File: config.mk
export PLATFORM = sky130hd
export DESIGN_NAME = ltf_sequencer
export DESIGN_NICKNAME = d
export VERILOG_FILES = /design/src/hw/ltf_sequencer.v
export VERILOG_INCLUDE_DIRS = /design/src /design/src/shared
export SDC_FILE = /design/constraint.sdc
export NUM_CORES = 1
export LEC_CHECK = 0
export BUFFER_PORTS_ARGS = -buffer_cell sky130_fd_sc_hd__buf_2
export CAP_MARGIN = 40
export CORE_MARGIN = 4
export CORE_UTILIZATION = 40
export CTS_CLUSTER_DIAMETER = 60
export DETAILED_ROUTE_END_ITERATION = 12
export GPL_TIMING_DRIVEN = 0
export PLACE_DENSITY = 0.6
export SETUP_SLACK_MARGIN = 0.02
export SYNTH_ARGS = -nofsm -noshare
export SYNTH_HDL_FRONTEND = slang
export SYNTH_SLANG_ARGS = --single-unit
File: constraint.sdc
create_clock -name clk_i -period 31.7 [get_ports clk_i]
set_input_delay 9.51 -clock clk_i [delete_from_list [all_inputs] [get_ports clk_i]]
set_output_delay 9.51 -clock clk_i [all_outputs]
set_load 0.005 [all_outputs]
File: src/shared/ltf_regs.vh
/*
 Constants for the LED toggle/fade sequencer: timing figures, table size,
 fault scaling and thermal thresholds.
 Assumes a 100 MHz system clock; header holds definitions only.
*/
`ifndef LTF_REGS_VH
`define LTF_REGS_VH

// ----------------------------------------
// Clock and timing
// ----------------------------------------
`define LTF_CLK_MHZ 100
`define LTF_DEBOUNCE_MS 37
`define LTF_FAULT_PERSIST_MS 5
`define LTF_FADE_NS_PER_OHM 2500
`define LTF_INSTANT_NS 73000
`define LTF_NS_PER_MS 1000000
`define LTF_CLK_PERIOD_NS 10

// ----------------------------------------
// Level table
// ----------------------------------------
`define LTF_LEVELS 63
`define LTF_IDX_MAX 6'h3E
`define LTF_IDX_ZERO 6'h00
`define LTF_FULL_SCALE 10'h3E8

// ----------------------------------------
// Fault and thermal
// ----------------------------------------
`define LTF_SHORT_PCT 20
`define LTF_ROLLOFF_C 130
`define LTF_SHUTDOWN_C 155
`define LTF_RESTART_C 135
`define LTF_ROLLOFF_PCT_PER_C 3
`define LTF_PCT_FULL 100

`endif

File: src/hw/ltf_sequencer.v
/*
 LED toggle/fade sequencer: debounces the toggle input, steps the current
 target through a gamma table, and applies short and thermal derating.
 Assumes toggle input, short comparator and die temperature synchronous
 to clk_i; the analog regulator scales current_level_o by its resistor.
*/
`timescale 1ns/100ps
`include "ltf_regs.vh"

module ltf_sequencer #(
    parameter DEBOUNCE_CYC = (`LTF_DEBOUNCE_MS * `LTF_NS_PER_MS) / `LTF_CLK_PERIOD_NS,
    parameter FAULT_CYC = (`LTF_FAULT_PERSIST_MS * `LTF_NS_PER_MS) / `LTF_CLK_PERIOD_NS,
    parameter INSTANT_CYC = `LTF_INSTANT_NS / `LTF_CLK_PERIOD_NS,
    parameter CNT_W = 32,
    parameter RES_W = 20
)
(
    // Clock and reset
    input wire clk_i,
    input wire rst_i,
    // Toggle input, low is pressed; undriven reads high
    input wire toggle_n_i,
    // Fade resistor in ohms; zero means timing pin grounded
    input wire [RES_W-1:0] fade_resistor_i,
    // Output below short detect threshold
    input wire short_detect_i,
    // Die temperature, degrees C, signed
    input wire signed [8:0] die_temp_i,
    // Current target, per-mille of programmed value
    output reg [9:0] current_level_o,
    // Channel state
    output reg sourcing_o,
    output reg ramping_o,
    output reg short_fault_o,
    output reg thermal_off_o
);

// ----------------------------------------
// Gamma table
// ----------------------------------------
// gamma levels
function [9:0] ltf_gamma;
    input [5:0] idx;
    begin
        case (idx)
            6'd0: ltf_gamma = 10'd0;     6'd1: ltf_gamma = 10'd2;
            6'd2: ltf_gamma = 10'd4;     6'd3: ltf_gamma = 10'd6;
            6'd4: ltf_gamma = 10'd8;     6'd5: ltf_gamma = 10'd10;
            6'd6: ltf_gamma = 10'd12;    6'd7: ltf_gamma = 10'd16;
            6'd8: ltf_gamma = 10'd20;    6'd9: ltf_gamma = 10'd24;
            6'd10: ltf_gamma = 10'd28;   6'd11: ltf_gamma = 10'd32;
            6'd12: ltf_gamma = 10'd36;   6'd13: ltf_gamma = 10'd42;
            6'd14: ltf_gamma = 10'd48;   6'd15: ltf_gamma = 10'd54;
            6'd16: ltf_gamma = 10'd60;   6'd17: ltf_gamma = 10'd66;
            6'd18: ltf_gamma = 10'd72;   6'd19: ltf_gamma = 10'd80;
            6'd20: ltf_gamma = 10'd88;   6'd21: ltf_gamma = 10'd96;
            6'd22: ltf_gamma = 10'd104;  6'd23: ltf_gamma = 10'd112;
            6'd24: ltf_gamma = 10'd120;  6'd25: ltf_gamma = 10'd130;
            6'd26: ltf_gamma = 10'd140;  6'd27: ltf_gamma = 10'd150;
            6'd28: ltf_gamma = 10'd160;  6'd29: ltf_gamma = 10'd170;
            6'd30: ltf_gamma = 10'd180;  6'd31: ltf_gamma = 10'd194;
            6'd32: ltf_gamma = 10'd208;  6'd33: ltf_gamma = 10'd222;
            6'd34: ltf_gamma = 10'd236;  6'd35: ltf_gamma = 10'd250;
            6'd36: ltf_gamma = 10'd264;  6'd37: ltf_gamma = 10'd282;
            6'd38: ltf_gamma = 10'd300;  6'd39: ltf_gamma = 10'd318;
            6'd40: ltf_gamma = 10'd336;  6'd41: ltf_gamma = 10'd354;
            6'd42: ltf_gamma = 10'd372;  6'd43: ltf_gamma = 10'd394;
            6'd44: ltf_gamma = 10'd416;  6'd45: ltf_gamma = 10'd438;
            6'd46: ltf_gamma = 10'd460;  6'd47: ltf_gamma = 10'd482;
            6'd48: ltf_gamma = 10'd504;  6'd49: ltf_gamma = 10'd534;
            6'd50: ltf_gamma = 10'd564;  6'd51: ltf_gamma = 10'd594;
            6'd52: ltf_gamma = 10'd624;  6'd53: ltf_gamma = 10'd654;
            6'd54: ltf_gamma = 10'd684;  6'd55: ltf_gamma = 10'd722;
            6'd56: ltf_gamma = 10'd760;  6'd57: ltf_gamma = 10'd798;
            6'd58: ltf_gamma = 10'd836;  6'd59: ltf_gamma = 10'd874;
            6'd60: ltf_gamma = 10'd914;  6'd61: ltf_gamma = 10'd956;
            6'd62: ltf_gamma = 10'd1000;
            default: ltf_gamma = `LTF_FULL_SCALE;
        endcase
    end
endfunction

// ----------------------------------------
// Step interval
// ----------------------------------------
// Resistor widened before the product
wire [CNT_W+11:0] res_ext = {{(CNT_W+12-RES_W){1'b0}}, fade_resistor_i};
wire [CNT_W+11:0] fade_cyc = res_ext * (`LTF_FADE_NS_PER_OHM / `LTF_CLK_PERIOD_NS);
wire [CNT_W+11:0] step_raw = (fade_resistor_i == {RES_W{1'b0}})
    ? INSTANT_CYC / (`LTF_LEVELS - 1)
    : fade_cyc / (`LTF_LEVELS - 1);
wire [CNT_W-1:0] step_cyc = (step_raw == 0) ? 1 : step_raw[CNT_W-1:0];

// ----------------------------------------
// Debounce
// ----------------------------------------
reg deb_state_r;
reg [CNT_W-1:0] deb_cnt_r;
reg press_r;

always @(posedge clk_i or posedge rst_i)
begin
    if (rst_i)
    begin
        deb_state_r <= 1'b1;
        deb_cnt_r <= {CNT_W{1'b0}};
        press_r <= 1'b0;
    end
    else
    begin
        press_r <= 1'b0;
        if (toggle_n_i == deb_state_r)
            deb_cnt_r <= {CNT_W{1'b0}};
        else if (deb_cnt_r >= DEBOUNCE_CYC - 1)
        begin
            deb_cnt_r <= {CNT_W{1'b0}};
            deb_state_r <= toggle_n_i;
            press_r <= ~toggle_n_i;
        end
        else
            deb_cnt_r <= deb_cnt_r + 1'b1;
    end
end

// ----------------------------------------
// Short fault filter
// ----------------------------------------
reg [CNT_W-1:0] flt_cnt_r;
reg short_r;

always @(posedge clk_i or posedge rst_i)
begin
    if (rst_i)
    begin
        flt_cnt_r <= {CNT_W{1'b0}};
        short_r <= 1'b0;
    end
    else if (!short_detect_i)
    begin
        flt_cnt_r <= {CNT_W{1'b0}};
        short_r <= 1'b0;
    end
    else if (flt_cnt_r >= FAULT_CYC - 1)
        short_r <= 1'b1;
    else
        flt_cnt_r <= flt_cnt_r + 1'b1;
end

// ----------------------------------------
// Thermal state
// ----------------------------------------
reg tsd_r;
always @(posedge clk_i or posedge rst_i)
begin
    if (rst_i)
        tsd_r <= 1'b0;
    else if (die_temp_i > $signed(`LTF_SHUTDOWN_C))
        tsd_r <= 1'b1;
    else if (die_temp_i < $signed(`LTF_RESTART_C))
        tsd_r <= 1'b0;
end

// ----------------------------------------
// Fade sequencer
// ----------------------------------------
localparam ST_OFF = 2'b00;
localparam ST_UP = 2'b01;
localparam ST_ON = 2'b10;
localparam ST_DOWN = 2'b11;

reg [1:0] state_r;
reg [1:0] state_nxt;
reg [5:0] idx_r;
reg [5:0] idx_nxt;
reg [CNT_W-1:0] tick_cnt_r;
// Step strobe from the timebase counter
wire tick = (tick_cnt_r >= step_cyc - 1);

always @*
begin
    state_nxt = state_r;
    idx_nxt = idx_r;
    case (state_r)
        ST_OFF:
        begin
            if (press_r && !tsd_r)
                state_nxt = ST_UP;
        end
        ST_UP:
        begin
            if (press_r)
                state_nxt = ST_DOWN;
            // Reversed at the top, no step left
            else if (idx_r == `LTF_IDX_MAX)
                state_nxt = ST_ON;
            else if (tick)
            begin
                idx_nxt = idx_r + 6'd1;
                if (idx_r + 6'd1 == `LTF_IDX_MAX)
                    state_nxt = ST_ON;
            end
        end
        ST_ON:
        begin
            if (press_r)
                state_nxt = ST_DOWN;
        end
        ST_DOWN:
        begin
            if (press_r && !tsd_r)
                state_nxt = ST_UP;
            // Reversed at the bottom, no step left
            else if (idx_r == `LTF_IDX_ZERO)
                state_nxt = ST_OFF;
            else if (tick)
            begin
                idx_nxt = idx_r - 6'd1;
                if (idx_r - 6'd1 == `LTF_IDX_ZERO)
                    state_nxt = ST_OFF;
            end
        end
        default:
            state_nxt = ST_OFF;
    endcase
    if (tsd_r)
    begin
        state_nxt = ST_OFF;
        idx_nxt = `LTF_IDX_ZERO;
    end
end

always @(posedge clk_i or posedge rst_i)
begin
    if (rst_i)
    begin
        state_r <= ST_OFF;
        idx_r <= `LTF_IDX_ZERO;
        tick_cnt_r <= {CNT_W{1'b0}};
    end
    else
    begin
        state_r <= state_nxt;
        idx_r <= idx_nxt;
        // Timebase restarts on every state change
        if (state_nxt != state_r || tick)
            tick_cnt_r <= {CNT_W{1'b0}};
        else
            tick_cnt_r <= tick_cnt_r + 1'b1;
    end
end

// ----------------------------------------
// Derating and outputs
// ----------------------------------------
reg [9:0] base_lvl;
reg [6:0] pct;
reg [16:0] scaled;
// Percent figures at the width of pct
localparam [6:0] PCT_FULL = `LTF_PCT_FULL;
localparam [6:0] PCT_SHORT = `LTF_SHORT_PCT;
always @*
begin
    base_lvl = ltf_gamma(idx_nxt);
    pct = PCT_FULL;
    if (die_temp_i > $signed(`LTF_ROLLOFF_C))
    begin
        if (die_temp_i - $signed(`LTF_ROLLOFF_C) >= 9'sd33)
            pct = 7'd1;
        else
            pct = 7'd100 - (die_temp_i[6:0] - 7'd2) * 7'd3;
    end
    if (short_r && pct > PCT_SHORT)
        pct = PCT_SHORT;
    scaled = ({7'd0, base_lvl} * {10'd0, pct}) / {10'd0, PCT_FULL};
end

// Registered outputs, level from next index
always @(posedge clk_i or posedge rst_i)
begin
    if (rst_i)
    begin
        current_level_o <= 10'h000;
        sourcing_o <= 1'b0;
        ramping_o <= 1'b0;
        short_fault_o <= 1'b0;
        thermal_off_o <= 1'b0;
    end
    else
    begin
        current_level_o <= scaled[9:0];
        sourcing_o <= (state_nxt == ST_UP) || (state_nxt == ST_ON);
        ramping_o <= (state_nxt == ST_UP) || (state_nxt == ST_DOWN);
        short_fault_o <= short_r;
        thermal_off_o <= tsd_r;
    end
end

endmodule

==> results by group <==
Setup path
  – RR Startpoint: tick_cnt_r[0]
  – Worst setup path end: current_level_o[0]
  – CP Class: input port to register
  – CP Capture Type: register
  – Worst R2R End: current_level_o[0]
  – Critical path startpoint: fade_resistor_i[1]
  – Internal reg-to-reg setup slack: approximately 12000 ps
  – CP most frequent cell: a21oi_2
  – Crit path required time: 32030 ps
  – Critical path fanouts, max: 10
  – Critical Path Max Stage Delay: 610 ps
  – Crit path DAT: between 50000 and 60000 ps
  – Slowest-stage cell, CP: or4_4
  – Critical Path Start Type: input port
  – Worst r2r path cells: 124

Floorplan
  – # IOs: 47
  – Die area: 74600 µm²
  – Die W: between 200 and 300 µm
  – Std cell rows: 96
  – Core Region: 69200 µm²
  – Die Ht: 273 µm
  – Starting Density: 0.406

Route
  – 1st-iter DRT viols: roughly 2300
  – Vias per inst: around 5.9
  – Final wirelength: 97600 µm
  – Post-DRT Antenna Nets: 0
  – Routed len/inst: 19.5 µm
  – Drt drc: 0
  – Drt first pass iters: 5
  – DR vias: roughly 30000

Timing
  – Final Hold Viols: 0
  – Max-slew headroom at the worst pin: 0.337
  – Final setup margin: -20970 ps
  – Max Fclk: approximately 0.019 GHz
  – Tcrit/Tclk final: 1.66
  – Final Max Tran Viols: 0
  – Worst Tran Pin Value: 994 ps
  – Fin crit period: around 53000 ps
  – RSZ-0062 raised after global routing: true
  – Skew final: 15.1 ps
  – Final TNS setup: -479560 ps
  – Final setup fails: between 50 and 60

GRT
  – Overflow after GRT: 0
  – Total track usage: 0.251
  – Largest net degree at the start of global routing: 88
  – Vias in the first global route: between 20000 and 30000
  – First-pass GRT wire length: 154000 µm
  – Initial antenna violation count: 0

Clock tree
  – Clk sinks: 121
  – Skew-Pair Late Insertion Delay: 470 ps
  – CTS tree: done
  – Num CTS Buffers: 17
  – Root buf cell: clkbuf_16
  – H-tree Lvls: 4
  – Clock buffer depth: 2
  – Clock transition at the registers of the reported paths: ~70 ps

Worst hold path
  – Hold Path Class: register to register

Logic synthesis
  – Post-synth cell types: 184
  – Dominant synthesized flop cell: dfrtp_1
  – Syn Std Cell Area: between 20000 and 30000 µm²
  – Synth warn: 0
  – Mapped Cells: 3552
  – Post-synth ARST share: 1.00
  – Sequential element share of the synthesized area: 0.108
  – Flops & latches, synth: 121
  – Number of synthesized flops with an enable pin: 0
  – Syn_area_per_cell: 7.91 µm²

Layout
  – Layout cell share with drive strength beyond 1: 0.357
  – Layout area overhead: 34.5%
  – Nets: between 4000 and 5000

Status
  – Violated checks: negative setup slack
  – Status: complete, but fails checks

Placed design
  – Dpl hpwl: 70200 µm
  – Port-buffer cells: 46
  – Dpl ws: -26230 ps
  – Final RePlAce weighted congestion: between 0.9 and 1

Run
  – # Max-Cap Violations: 0
cells in the mapped netlist, drive strengths merged (57+ instances only):
library cell | count | area [µm²]
nand3 | 137 | 723
xnor2 | 193 | 1760
xor2 | 122 | 1110
inv | 216 | 811
nand4 | 66 | 453
and2 | 77 | 517
clkbuf | 66 | 492
nor3 | 130 | 758
dfrtp | 120 | 3000
o21ai | 191 | 1010
and3 | 57 | 374
ha | 172 | 2150
nor4 | 62 | 504
buf | 60 | 533
fa | 104 | 2080
a21oi | 188 | 990
nor2 | 392 | 1540
nand2 | 291 | 1120
state kept, by name, summed over array words and instances (netlist names):
name and count:
press_r 1, idx_r 6, thermal_off_o 1, deb_cnt_r 32, flt_cnt_r 32, tsd_r 1, tick_cnt_r 32, short_fault_o 1
state_r 2, short_r 1, deb_state_r 1, current_level_o 10, sourcing_o 1
metrics by stage:
step | hold slack (ps) | std cells | util | cell area, µm²
5_1_grt | 438 | 5006 | 0.546 | 37800
4_1_cts | 437 | 4903 | 0.520 | 36000
6_report | 423 | 5007 | 0.547 | 37800
3_3_place_gp | 427 | 4542 | 0.440 | 30500
3_5_place_dp | 417 | 4555 | 0.442 | 30600
2_1_floorplan | 354 | 3565 | - | 29100
worst max-delay path: cells and delay by family:
family                     cells  cell delay, ps
AOI/OAI and AO/OA             86           16060
xor gates and xnor gates      10            1670
adders and majority gates     21            7680
buffers and inverters         33            4240
muxes                          7            1730
and+or+nand+nor               63           11990
what timing repair did:
action | in CTS | in global routing
resized for setup | 456 | 209
pin swaps | 243 | 167
buffers inserted | 316 | 104
gates cloned | 5 | 1
endpoints found under the setup margin | 51 | 51
hold buffers | 0 | 0
routing by layer:
layer | track usage | vias to the layer above | wire length [µm]
li1 | - | 14003 | -
met1 | 0.334 | 14311 | 42300
met2 | 0.418 | 1108 | 45700
met3 | 0.0308 | 248 | 5650
met4 | 0.0911 | 0 | 3940
met5 | 0 | - | 0
worst min path at each step:
stage / from / endpoint / slack [ps] / cells after the start
6_report: short_r / short_fault_o / 420 / 0
5_1_grt: short_r / short_fault_o / 440 / 0
4_1_cts: short_r / short_fault_o / 440 / 0
3_5_place_dp: short_r / short_fault_o / 420 / 0
3_3_place_gp: short_r / short_fault_o / 430 / 0
2_1_floorplan: short_r / short_fault_o / 350 / 0
cells by family (layout without fill, tap and decap cells):
| kind of cell | Yosys count | after routing | synth area share |
|---|---|---|---|
| AOI/OAI and AO/OA | 931 | 931 | 0.255 |
| other | 2 | 16 | 0.000267 |
| xor gates and xnor gates | 315 | 315 | 0.102 |
| adders and majority gates | 287 | 287 | 0.155 |
| muxes | 66 | 66 | 0.0255 |
| buffers and inverters | 350 | 860 | 0.0673 |
| DFF | 121 | 121 | 0.108 |
| and+or+nand+nor | 1480 | 1480 | 0.287 |
layout make-up:
cell class	instances	area, µm²
Antenna cell	1	2.50
Buffer	129	1340
Clock buffer	21	460
Clock inverter	10	119
Fill cell	6329	31400
Inverter	220	888
Multi-Input combinational cell	3094	27000
Sequential cell	121	3030
Tap cell	931	1160
Timing Repair Buffer	480	3760
cells in the final DEF, fill, tap and decap left out, drive strengths merged, types with 54 or more instances in the layout:
master	Yosys	routed
a21oi	188	188
a31oi	54	54
and2	77	77
and3	57	57
buf	60	531
clkbuf	66	95
dfrtp	120	120
fa	104	104
ha	172	172
inv	216	213
nand2	291	291
nand3	137	137
nand4	66	66
nor2	392	392
nor3	130	130
nor4	62	62
o21ai	191	191
xnor2	193	193
xor2	122	122
Power is not shown: default switching activity piles up to over one toggle a cycle in this logic, so the estimate is an artifact.
